==> src/verilog/sga_defs.vh <==
// Purpose: shared constants of the grouped-carry arithmetic unit
// Assumes: APB byte addresses, 32-bit data, one word per register
// Notes:   definitions only
`ifndef SGA_DEFS_VH
`define SGA_DEFS_VH

// register byte offsets
`define SGA_OFF_XCH      12'h000
`define SGA_OFF_ACC      12'h004
`define SGA_OFF_QUO      12'h008
`define SGA_OFF_CMD      12'h00c
`define SGA_OFF_STATUS   12'h010

// reset values
`define SGA_RST_WORD     6'h00
`define SGA_RST_PHASE    2'h0

// adder phase counter states
`define SGA_PH_IDLE      2'h0
`define SGA_PH_ONE       2'h1
`define SGA_PH_TWO       2'h2
`define SGA_PH_THREE     2'h3

// command codes, written to the command register
`define SGA_CMD_NOP      4'h0
`define SGA_CMD_A_TO_X   4'h1
`define SGA_CMD_Q_TO_X   4'h2
`define SGA_CMD_X_TO_A   4'h3
`define SGA_CMD_X_TO_Q   4'h4
`define SGA_CMD_SHR      4'h5
`define SGA_CMD_SHL      4'h6
`define SGA_CMD_ADD      4'h7
`define SGA_CMD_CMP_X    4'h8
`define SGA_CMD_CPY_SGN  4'h9
`define SGA_CMD_CLR_FLG  4'ha

// status register field positions
`define SGA_ST_PHASE_LO  0
`define SGA_ST_PHASE_HI  1
`define SGA_ST_OVF       2
`define SGA_ST_ONES      3
`define SGA_ST_SIGN      4
`define SGA_ST_BUSY      5

// magnitude of all ones (octal 37)
`define SGA_MAG_ONES     5'h1f

`endif

==> src/verilog/sga_adder.v <==
// Purpose: complementing adder network, toggle mask per phase
// Assumes: bit 1 is the most significant magnitude bit, bit 5 the least
// Notes:   purely combinational; the caller applies the mask on one edge
`timescale 1ns/10ps
`include "sga_defs.vh"

module sga_adder (
  // operands, state held before the phase
  input  wire [1:5] acc_mag,
  input  wire [1:5] xch_mag,
  input  wire [1:0] phase,
  // results
  output reg  [1:5] toggle,
  output reg        end_carry,
  output wire       all_ones
);

  // high bit of a group toggles with inner carry folded in
  function hi_toggle;
    input xh;
    input xl;
    input al;
    begin
      hi_toggle = (xh & ~(al & xl)) | (~xh & al & xl);
    end
  endfunction

  // group carry seen from the state after phase 1
  function grp_carry;
    input xl;
    input xh;
    input al;
    input ah;
    begin
      grp_carry = (xl & ~al & (xh | ~ah)) | (xh & ~ah);
    end
  endfunction

  wire g_low;
  wire g_mid;
  wire p_mid;
  wire c_left;

  assign g_low    = grp_carry(xch_mag[5], xch_mag[4], acc_mag[5], acc_mag[4]);
  assign g_mid    = grp_carry(xch_mag[3], xch_mag[2], acc_mag[3], acc_mag[2]);
  assign p_mid    = acc_mag[2] & acc_mag[3];
  assign c_left   = g_mid | (p_mid & g_low);
  assign all_ones = (acc_mag == `SGA_MAG_ONES);

  always @* begin
    toggle    = 5'h00;
    end_carry = 1'b0;
    case (phase)
      `SGA_PH_ONE: begin
        toggle[5] = xch_mag[5];
        toggle[3] = xch_mag[3];
        toggle[1] = xch_mag[1];
        toggle[4] = hi_toggle(xch_mag[4], xch_mag[5], acc_mag[5]);
        toggle[2] = hi_toggle(xch_mag[2], xch_mag[3], acc_mag[3]);
        end_carry = acc_mag[1] & xch_mag[1];
      end
      `SGA_PH_TWO: begin
        // low group carry ripples into the middle group
        toggle[3] = g_low;
        toggle[2] = g_low & acc_mag[3];
        toggle[1] = c_left;
        end_carry = c_left & acc_mag[1];
      end
      default: begin
        toggle    = 5'h00;
        end_carry = 1'b0;
      end
    endcase
  end

endmodule // sga_adder

==> src/verilog/sga_arith_unit.v <==
// Purpose: six-bit sign-magnitude arithmetic section with APB access
// Assumes: a sequencer issues commands over APB; word bit 5 is the sign
// Notes:   bit 0 of each register is the sign and the leftmost bit
//
// The APB register port and the address map were decided locally.
`timescale 1ns/10ps
`include "sga_defs.vh"

// What this block does
// - exchange register six bits, sign plus fraction
// - words reach acc and quo via exchange or a direct APB write
// - exchange holds the second arithmetic operand
// - six-bit accumulator, transfers into exchange
// - accumulator shifts right into quotient, reverse left
// - six-bit quotient, loads via exchange or a direct APB write
// - product formed across the eleven-bit pair
// - quotient sign copied from accumulator sign
// - division uses pair, exchange, quotient, remainder
// - adder toggles accumulator bits in place
// - low group bits toggle when exchange bit set
// - high group bits toggle with inner carry
// - group carry evaluated in phase two
// - middle propagate enable is bits two and three
// - middle carry out modifies bit one
// - end carry in phase one or two
// - all-ones sum sensed only in phase three
// - overflow captures end carry, all-ones flag
// - phase counter steps one two three, then zero
// - sign flag set when signs differ
module sga_arith_unit #(
  parameter AW = 12
) (
  // clock and reset
  input  wire          pclk,
  input  wire          presetn,
  // apb slave
  input  wire          psel,
  input  wire          penable,
  input  wire          pwrite,
  input  wire [AW-1:0] paddr,
  input  wire [31:0]   pwdata,
  output reg  [31:0]   prdata,
  output reg           pready,
  output reg           pslverr,
  // sequencing freeze towards the main control
  output reg           adder_busy
);

  // architectural registers, index 0 is the sign
  reg  [0:5] xch;
  reg  [0:5] acc;
  reg  [0:5] quo;
  reg  [1:0] phase;
  reg        overflow_flag;
  reg        all_ones_flag;
  reg        sign_flag;

  // next values
  reg  [0:5] next_xch;
  reg  [0:5] next_acc;
  reg  [0:5] next_quo;
  reg  [1:0] next_phase;
  reg        next_ovf;
  reg        next_ones;
  reg        next_ovf_set;
  reg        next_ones_set;
  reg        next_flag_clr;
  reg        next_sign;
  reg        next_busy;

  // next read values
  reg  [31:0] next_prdata;
  reg         next_pslverr;

  // adder network
  wire [1:5] toggle;
  wire       end_carry;
  wire       mag_all_ones;

  // bus decode
  wire       wr_access;
  wire       rd_setup;
  wire [3:0] cmd;
  wire       idle;

  function mapped;
    input [AW-1:0] addr;
    begin
      mapped = (addr == `SGA_OFF_XCH) || (addr == `SGA_OFF_ACC) ||
               (addr == `SGA_OFF_QUO) || (addr == `SGA_OFF_CMD) ||
               (addr == `SGA_OFF_STATUS);
    end
  endfunction

  function is_reg;
    input [AW-1:0] addr;
    input [11:0]   off;
    begin
      is_reg = (addr == off);
    end
  endfunction

  // status word assembled in one place for the read path
  function [31:0] status_word;
    input [1:0] ph;
    input       ovf;
    input       ones;
    input       sgn;
    input       busy;
    begin
      status_word                                     = 32'h00000000;
      status_word[`SGA_ST_PHASE_HI:`SGA_ST_PHASE_LO] = ph;
      status_word[`SGA_ST_OVF]                        = ovf;
      status_word[`SGA_ST_ONES]                       = ones;
      status_word[`SGA_ST_SIGN]                       = sgn;
      status_word[`SGA_ST_BUSY]                       = busy;
    end
  endfunction

  sga_adder u_adder (
    .acc_mag   (acc[1:5]),
    .xch_mag   (xch[1:5]),
    .phase     (phase),
    .toggle    (toggle),
    .end_carry (end_carry),
    .all_ones  (mag_all_ones)
  );

  // pready is high from the first edge after reset, so the access phase is the write edge
  assign wr_access = psel & penable & pwrite;
  assign rd_setup  = psel & ~penable;
  assign cmd       = pwdata[3:0];
  assign idle      = (phase == `SGA_PH_IDLE);

  always @* begin
    next_xch      = xch;
    next_acc      = acc;
    next_quo      = quo;
    next_phase    = phase;
    next_ovf_set  = 1'b0;
    next_ones_set = 1'b0;
    next_flag_clr = 1'b0;
    next_ovf      = overflow_flag;
    case (phase)
      `SGA_PH_IDLE: begin
        // software writes only land while the adder is idle
        if (wr_access && is_reg(paddr, `SGA_OFF_XCH)) begin
          next_xch = pwdata[5:0];
        end
        if (wr_access && is_reg(paddr, `SGA_OFF_ACC)) begin
          next_acc = pwdata[5:0];
        end
        if (wr_access && is_reg(paddr, `SGA_OFF_QUO)) begin
          next_quo = pwdata[5:0];
        end
        if (wr_access && is_reg(paddr, `SGA_OFF_CMD)) begin
          case (cmd)
            `SGA_CMD_A_TO_X: begin
              next_xch = acc;
            end
            `SGA_CMD_Q_TO_X: begin
              next_xch = quo;
            end
            `SGA_CMD_X_TO_A: begin
              next_acc = xch;
            end
            `SGA_CMD_X_TO_Q: begin
              next_quo = xch;
            end
            `SGA_CMD_SHR: begin
              // overflow feeds bit 1, bit 5 of acc feeds quotient
              next_acc[1:5] = {overflow_flag, acc[1:4]};
              next_quo[1:5] = {acc[5], quo[1:4]};
            end
            `SGA_CMD_SHL: begin
              // bit 1 leaves into the overflow flag
              next_ovf      = acc[1];
              next_acc[1:5] = {acc[2:5], quo[1]};
              next_quo[1:5] = {quo[2:5], 1'b0};
            end
            `SGA_CMD_ADD: begin
              next_phase = `SGA_PH_ONE;
            end
            `SGA_CMD_CMP_X: begin
              // subtraction and mixed-sign add use the complement
              next_xch[1:5] = ~xch[1:5];
            end
            `SGA_CMD_CPY_SGN: begin
              next_quo[0] = acc[0];
            end
            `SGA_CMD_CLR_FLG: begin
              next_flag_clr = 1'b1;
            end
            default: begin
              next_phase = phase;
            end
          endcase
        end
      end
      `SGA_PH_ONE: begin
        next_acc[1:5] = acc[1:5] ^ toggle;
        next_ovf_set  = end_carry;
        next_phase    = `SGA_PH_TWO;
      end
      `SGA_PH_TWO: begin
        next_acc[1:5] = acc[1:5] ^ toggle;
        next_ovf_set  = end_carry;
        next_phase    = `SGA_PH_THREE;
      end
      `SGA_PH_THREE: begin
        next_ones_set = mag_all_ones;
        next_phase    = `SGA_PH_IDLE;
      end
      default: begin
        next_phase = `SGA_PH_IDLE;
      end
    endcase
    // a set always wins over a clear in the same cycle
    next_ovf  = (next_ovf & ~next_flag_clr) | next_ovf_set;
    next_ones = (all_ones_flag & ~next_flag_clr) | next_ones_set;
    // sign flag tracks the registers as they will stand after this edge
    next_sign = next_acc[0] ^ next_xch[0];
    next_busy = (next_phase != `SGA_PH_IDLE);
  end

  // exchange register
  always @(posedge pclk or negedge presetn) begin
    if (!presetn) begin
      xch <= `SGA_RST_WORD;
    end else begin
      xch <= next_xch;
    end
  end

  // accumulator, updated in place by the adder phases
  always @(posedge pclk or negedge presetn) begin
    if (!presetn) begin
      acc <= `SGA_RST_WORD;
    end else begin
      acc <= next_acc;
    end
  end

  // quotient register
  always @(posedge pclk or negedge presetn) begin
    if (!presetn) begin
      quo <= `SGA_RST_WORD;
    end else begin
      quo <= next_quo;
    end
  end

  // adder phase counter
  always @(posedge pclk or negedge presetn) begin
    if (!presetn) begin
      phase <= `SGA_RST_PHASE;
    end else begin
      phase <= next_phase;
    end
  end

  // overflow flag, sticky until cleared or loaded by a left shift
  always @(posedge pclk or negedge presetn) begin
    if (!presetn) begin
      overflow_flag <= 1'b0;
    end else begin
      overflow_flag <= next_ovf;
    end
  end

  // all-ones flag, sticky until cleared
  always @(posedge pclk or negedge presetn) begin
    if (!presetn) begin
      all_ones_flag <= 1'b0;
    end else begin
      all_ones_flag <= next_ones;
    end
  end

  // sign flag
  always @(posedge pclk or negedge presetn) begin
    if (!presetn) begin
      sign_flag <= 1'b0;
    end else begin
      sign_flag <= next_sign;
    end
  end

  // freeze towards the main control while phases run
  always @(posedge pclk or negedge presetn) begin
    if (!presetn) begin
      adder_busy <= 1'b0;
    end else begin
      adder_busy <= next_busy;
    end
  end

  // read data picked in setup so it stands through the access phase
  always @* begin
    next_prdata  = prdata;
    next_pslverr = pslverr;
    if (rd_setup) begin
      next_pslverr = ~mapped(paddr);
      next_prdata  = 32'h00000000;
      if (!pwrite) begin
        if (is_reg(paddr, `SGA_OFF_XCH)) begin
          next_prdata = {26'h0000000, xch};
        end
        if (is_reg(paddr, `SGA_OFF_ACC)) begin
          next_prdata = {26'h0000000, acc};
        end
        if (is_reg(paddr, `SGA_OFF_QUO)) begin
          next_prdata = {26'h0000000, quo};
        end
        if (is_reg(paddr, `SGA_OFF_STATUS)) begin
          next_prdata = status_word(phase, overflow_flag, all_ones_flag,
                                    sign_flag, adder_busy);
        end
      end
    end
  end

  // read data register
  always @(posedge pclk or negedge presetn) begin
    if (!presetn) begin
      prdata <= 32'h00000000;
    end else begin
      prdata <= next_prdata;
    end
  end

  // no wait states: every access phase is answered at once
  always @(posedge pclk or negedge presetn) begin
    if (!presetn) begin
      pready <= 1'b0;
    end else begin
      pready <= 1'b1;
    end
  end

  // error response for holes in the map
  always @(posedge pclk or negedge presetn) begin
    if (!presetn) begin
      pslverr <= 1'b0;
    end else begin
      pslverr <= next_pslverr;
    end
  end

endmodule // sga_arith_unit

==> config.mk <==
export PLATFORM = sky130hd
export DESIGN_NAME = sga_arith_unit
export DESIGN_NICKNAME = d
export VERILOG_FILES = /design/src/verilog/sga_adder.v /design/src/verilog/sga_arith_unit.v
export VERILOG_INCLUDE_DIRS = /design/src /design/src/verilog
export SDC_FILE = /design/constraint.sdc
export NUM_CORES = 1
export LEC_CHECK = 0
export ABC_AREA = 1
export BUFFER_PORTS_ARGS = -buffer_cell sky130_fd_sc_hd__buf_4
export CAP_MARGIN = 20
export CORE_UTILIZATION = 53
export DETAILED_ROUTE_END_ITERATION = 12
export PLACE_DENSITY = 0.89
export SETUP_SLACK_MARGIN = 0.4
export SLEW_MARGIN = 15
export SYNTH_ARGS = -nofsm -noshare
export SYNTH_HDL_FRONTEND = slang
export SYNTH_SLANG_ARGS = --single-unit
==> constraint.sdc <==
create_clock -name pclk -period 4.2 [get_ports pclk]
set_input_delay 0.63 -clock pclk [delete_from_list [all_inputs] [get_ports pclk]]
set_output_delay 0.63 -clock pclk [all_outputs]
set_load 0.1 [all_outputs]
* Yosys cells after proc, flatten, opt, wreduce, memory -nomap -nowiden
Cells that the tools add are included.
Storage, ports and cells: register bits after elaboration 58, word-level logic and storage cells 125, output and inout bits 35, bits of input ports 49
Operators by class: eq/ne operators 18, reductions and logical operators 13, muxes and demuxes 34, bitwise operators 47
Operator list (count):
- $mux 32 | 4
- $mux 6 | 8
- $pmux 5 s3 | 3
- $and 1x1->1 | 24
- $eq 12x4->1 const B | 2
- $eq 4x3->1 const B | 4
- $eq 12x3->1 const B | 1
- $eq 12x5->1 const B | 1
- $eq 4x4->1 const B | 3
- $logic_not 12->1 | 1
- $mux 1 | 11
- $not 1->1 | 11
- $pmux 5 s2 | 1
- $or 1x1->1 | 9
- $eq 4x2->1 const B | 2
- $pmux 2 s4 | 1
- $mux 2 | 3
- $pmux 3 s2 | 1
- $eq 5x5->1 const B | 1
- $not 5->5 | 1
- $xor 5x5->5 | 1
- $eq 2x2->1 const B | 2
- $eq 4x1->1 const B | 1
- $logic_and 1x1->1 | 4
- other kinds (7) | 12

* Longest topological paths before layout
depth after elaboration 10, gate-level depth with buffers 12, gate-level depth less buffers 11

* Hierarchy
From an unflattened synthesis, not the netlist that was laid out.
Second synthesis, totals: cells, all modules 468, area, all modules 2939.1 um^2
By module, submodules not included:
- sga_arith_unit | cells an instance 424, area an instance 2731.4 um^2, times used 1, sequential area each 800.8 um^2
- sga_adder | cells an instance 44, area an instance 207.7 um^2, times used 1, sequential area each 0.0 um^2

* Worst setup path after synthesis
Ideal clock, no wire load.
kind input -> register, start point in paddr[11], end point reg acc[1] (netlist bit), arrival 1590 ps, cell stages on the path 11, setup time 117 ps, path buffers 1, path slack 2493 ps, cell sequence nor2_1 nand2_1 nor2_4 buf_6 nand3_4 nor2_2 a21oi_1 nand2_1 nand2_1 nand2_1 nand2_1
On the way: word-level cells in the longest chain between the ends 6
RTL lines:
- start: declaration | line sga_arith_unit.v:40 | input wire [AW-1:0] paddr,
- $eq 12x3->1 | line sga_arith_unit.v:99 | is_reg = (addr == off);
- $logic_and 1x1->1 | line sga_arith_unit.v:150 | if (wr_access && is_reg(paddr, `SGA_OFF_ACC)) begin
- $mux 6 | line sga_arith_unit.v:150
- $pmux 5 s3 | line sga_arith_unit.v:157 | case (cmd)
- $mux 6 (*) | line sga_arith_unit.v:156 | if (wr_access && is_reg(paddr, `SGA_OFF_CMD)) begin
- $pmux 5 s2 (*) | line sga_arith_unit.v:144 | case (phase)
- end signal: assignment | line sga_arith_unit.v:238 | acc <= `SGA_RST_WORD;
- end signal: assignment | line sga_arith_unit.v:240 | acc <= next_acc;
- end: declaration | line sga_arith_unit.v:51 | reg [0:5] acc;
Mark *: on every way between the ends. The rest lies on a longest branch, timed or not. A chain may end at the register's enable or synchronous reset.

* Worst setup path after layout
start point reg phase[0], end point reg all_ones_flag
On the way: word-level cells in the longest chain between the ends 5
RTL lines:
- start: declaration | line sga_arith_unit.v:53 | reg [1:0] phase;
- start signal: assignment | line sga_arith_unit.v:256 | phase <= `SGA_RST_PHASE;
- start signal: assignment | line sga_arith_unit.v:258 | phase <= next_phase;
- $logic_not 2->1 | line sga_arith_unit.v:144
- $mux 1 | line sga_arith_unit.v:144
- $not 1->1 | line sga_arith_unit.v:220 | next_ones = (all_ones_flag & ~next_flag_clr) | next_ones_set;
- $and 1x1->1 | line sga_arith_unit.v:220
- $or 1x1->1 (*) | line sga_arith_unit.v:220
- net next_ones | line sga_arith_unit.v:64 | reg next_ones;
- end signal: assignment | line sga_arith_unit.v:276 | all_ones_flag <= next_ones;
- end: declaration | line sga_arith_unit.v:55 | reg all_ones_flag;
Mark *: on every way through the listed nets, which the timed path passes. The rest lies on a longest branch.

==> impl_metrics.ini <==
[outcome]
status = completed

[die]
rows = 26
fp.dieW_um = 75.7
pin_count = 84
die_area_um2 = 5720
die_height_um = 75.7
initial_utilization_pct = 55.6
coreArea_um2 = 5170

[placement]
dp_hpwl_um = 6390
globalplace.congestion = 0.945
place_worst_setup_slack_ns = 1.64
io_buffer_count = 31

[grt]
grt_util_met2_pct = 53.2
gr-max-usage-layer = met2
grt_max_degree = 33
antenna_found_initial = 0
grtUsageTotal_pct = 32.1
gr-usage-met3_pct = 5.82
grt.overflow.total = 0
grt_use_met1_pct = 41.8
grt_pass1_vias = 2837
grt_pass1_wl_um = 13600

[power]
p_int_mw = 0.791
finalPower_mw = 1.62
power_frac_clock_pct = 19.1
power_density_nw_per_um2 = 514
p_switching_mw = 0.831
power_frac_seq_pct = 30.6
switching_share_pct = 51.2
p_comb_share_pct = 50.3
max-vdd-ir-drop_uv = 238
cellLeakagePower_nw = 1.58

[sta]
min_period_over_period_pct = 62.9
finalHoldWorstSlack_ns = 0.263
maxSlewViolCount = 0
max_freq_mhz = 379
timing.setup.tns_ns = 0
finalHoldViolations = 0
tightest_slew_ns = 0.551
setup_viol = 0
max_slew_margin_pct = 63.3
clock_skew_ns = 0.00620
fin_ws_ns = 1.56
period_minus_slack_ns = 2.64
rsz0062_at_grt = no

[route]
vias = 3145
drt_wl_total_um = 8460
drtIter0Drc = 297
drtPass1Iterations = 5
ant_nets = 0
vias_per_cell = 5.71
drc = 0
wl_per_cell_um = 15.4

[worst_setup_path]
cp.arrival_ns = 2.79
r2r_cells = 5
crit_path_top_delay_cell = nor4_1
timing.critical_path.buf_inv = 2
critical_path.max_fanout = 17
slowest_delay_ns = 0.62
path_cells = inv_1 > ha_1 > clkinv_1 > nor4_1 > o21ai_0
worst_setup_path_start_kind = flip-flop
cp_top_family = buffers and inverters
endpoint_kind = flip-flop
cp_data_required_time_ns = 4.35
path_class = reg2reg
crit_cells = 5

[layout]
area_delta_synth_final_pct = 9.79
n_fill_cell = 491
fin_util_pct = 61.0
drive_gt1_share_pct = 12.3
fin_nets = 535
n_antenna_cell = 0

[synth]
ys.warnings.count = 0
netlist_area_um2 = 2880
synthCells = 452
synth-seq-cells = 32
synth.distinct_cells = 34
synth_seq_area_share_pct = 27.9
avgSynthCellArea_um2 = 6.36

[clock_tree]
clk_pin_slew_worst_paths_ns = 0.08
htreeDepth = 2
clock-sinks = 32
cts_setup_buffers = 0
cts_tree = built
holdBufCountCts = 0
clock_latency_ns = 0.30
clockBufferDepth = 2
cts_buffers = 5
clockRootBuffer = clkbuf_8
cts_resized = 0

[job]
drv_cap = 0

[min_path]
min_path_type = in2async
power groups by stage:
| stage | sequential [mW] | combinational, mW | clock, mW |
|---|---|---|---|
| 2_1_floorplan | 0.493 | 0.621 | 0 |
| 3_3_place_gp | 0.499 | 0.789 | 0 |
| 3_5_place_dp | 0.500 | 0.799 | 0 |
| 4_1_cts | 0.494 | 0.802 | 0.309 |
| 5_1_grt | 0.509 | 0.907 | 0.322 |
| 6_report | 0.496 | 0.816 | 0.310 |
cells in the final DEF, fill, tap and decap left out, types with 3 or more instances in the layout:
| cell | instances |
|---|---|
| o22ai_1 | 11 |
| buf_4 | 31 |
| nor2_2 | 6 |
| nand3_1 | 24 |
| nor2_1 | 46 |
| nor3_1 | 6 |
| dfrtp_1 | 32 |
| nand2_2 | 3 |
| ha_1 | 6 |
| a21oi_1 | 30 |
| o221ai_1 | 4 |
| nand2_1 | 109 |
| o21ai_0 | 47 |
| conb_1 | 27 |
| nand4_1 | 9 |
| o211ai_1 | 6 |
| inv_1 | 50 |
| inv_2 | 3 |
| o21ai_1 | 9 |
| clkbuf_8 | 5 |
layer usage:
metal / wire [µm] / up-vias
met2: 3930 / 183
met4: 170 / 0
met3: 832 / 19
met5: 0 / -
li1: - / 1505
met1: 3530 / 1438
synthesized netlist by cell type:
master	n	area share, %
nand2_1	109	14
inv_1	50	6.5
o21ai_0	47	8.2
nor2_1	46	6.0
dfrtp_1	32	28
a21oi_1	30	5.2
buf_4	27	7.0
nand3_1	24	4.2
o22ai_1	11	2.4
nand4_1	9	2.0
o21ai_1	9	1.6
ha_1	6	2.6
nor2_2	6	1.3
nor3_1	6	1.0
o211ai_1	6	1.6
clkbuf_1	4	0.52
o221ai_1	4	1.2
buf_2	3	0.52
inv_2	3	0.39
nand2_2	3	0.65
conb_1	2	0.26
nor2_4	2	0.78
nor4_1	2	0.44
a21oi_2	1	0.30
a22o_1	1	0.30
a22oi_1	1	0.26
a31oi_1	1	0.22
buf_6	1	0.39
clkinv_1	1	0.13
nand3_2	1	0.35
nand3_4	1	0.61
nand4_2	1	0.44
o21ai_2	1	0.30
or2_2	1	0.22
registers in the layout (all words and copies together) (netlist names):
signal,count
phase,2
acc,6
pslverr,1
sign_flag,1
quo,6
prdata,6
pready,1
all_ones_flag,1
xch,6
adder_busy,1
overflow_flag,1
logic make-up (layout without fill, tap and decap cells):
logic type | Yosys count | count (layout) | synth area share [%]
other | 2 | 27 | 0.261
AOI/OAI and AO/OA | 112 | 112 | 21.5
buffers and inverters | 89 | 93 | 15.5
DFF | 32 | 32 | 27.9
and+or+nand+nor | 211 | 211 | 32.2
adders and majority gates | 6 | 6 | 2.61
metrics by stage:
step / cell area (µm²) / std cells
floorplan: 2970 / 477
global placement: 3050 / 543
detailed placement: 3050 / 543
CTS: 3160 / 551
global route: 3160 / 551
finish: 3160 / 551
area by class of cell:
cell class / instances / area [µm²] / area share [%]
multi-input combinational: 356 / 1720 / 54.5
timing repair buffer: 31 / 233 / 7.37
tap: 70 / 87.6 / 2.77
sequential: 32 / 801 / 25.4
clock inverter: 3 / 42.5 / 1.35
clock buffer: 5 / 68.8 / 2.18
inverter: 54 / 203 / 6.42
worst paths after layout:
check	endpoint	start	slack, ns
min in group pclk	prdata[2]$_DFFE_PN0P_	prdata[2]$_DFFE_PN0P_	0.49
max in group asynchronous	acc[3]$_DFFE_PN0P_	presetn	3.63
min reg2reg	prdata[2]$_DFFE_PN0P_	prdata[2]$_DFFE_PN0P_	0.49
max reg2reg	all_ones_flag$_DFF_PN0_	phase[0]$_DFF_PN0_	1.56
max	all_ones_flag$_DFF_PN0_	phase[0]$_DFF_PN0_	1.56
min	pslverr$_DFFE_PN0P_	presetn	0.26
Note: power is estimated with default switching activity, not from simulation.
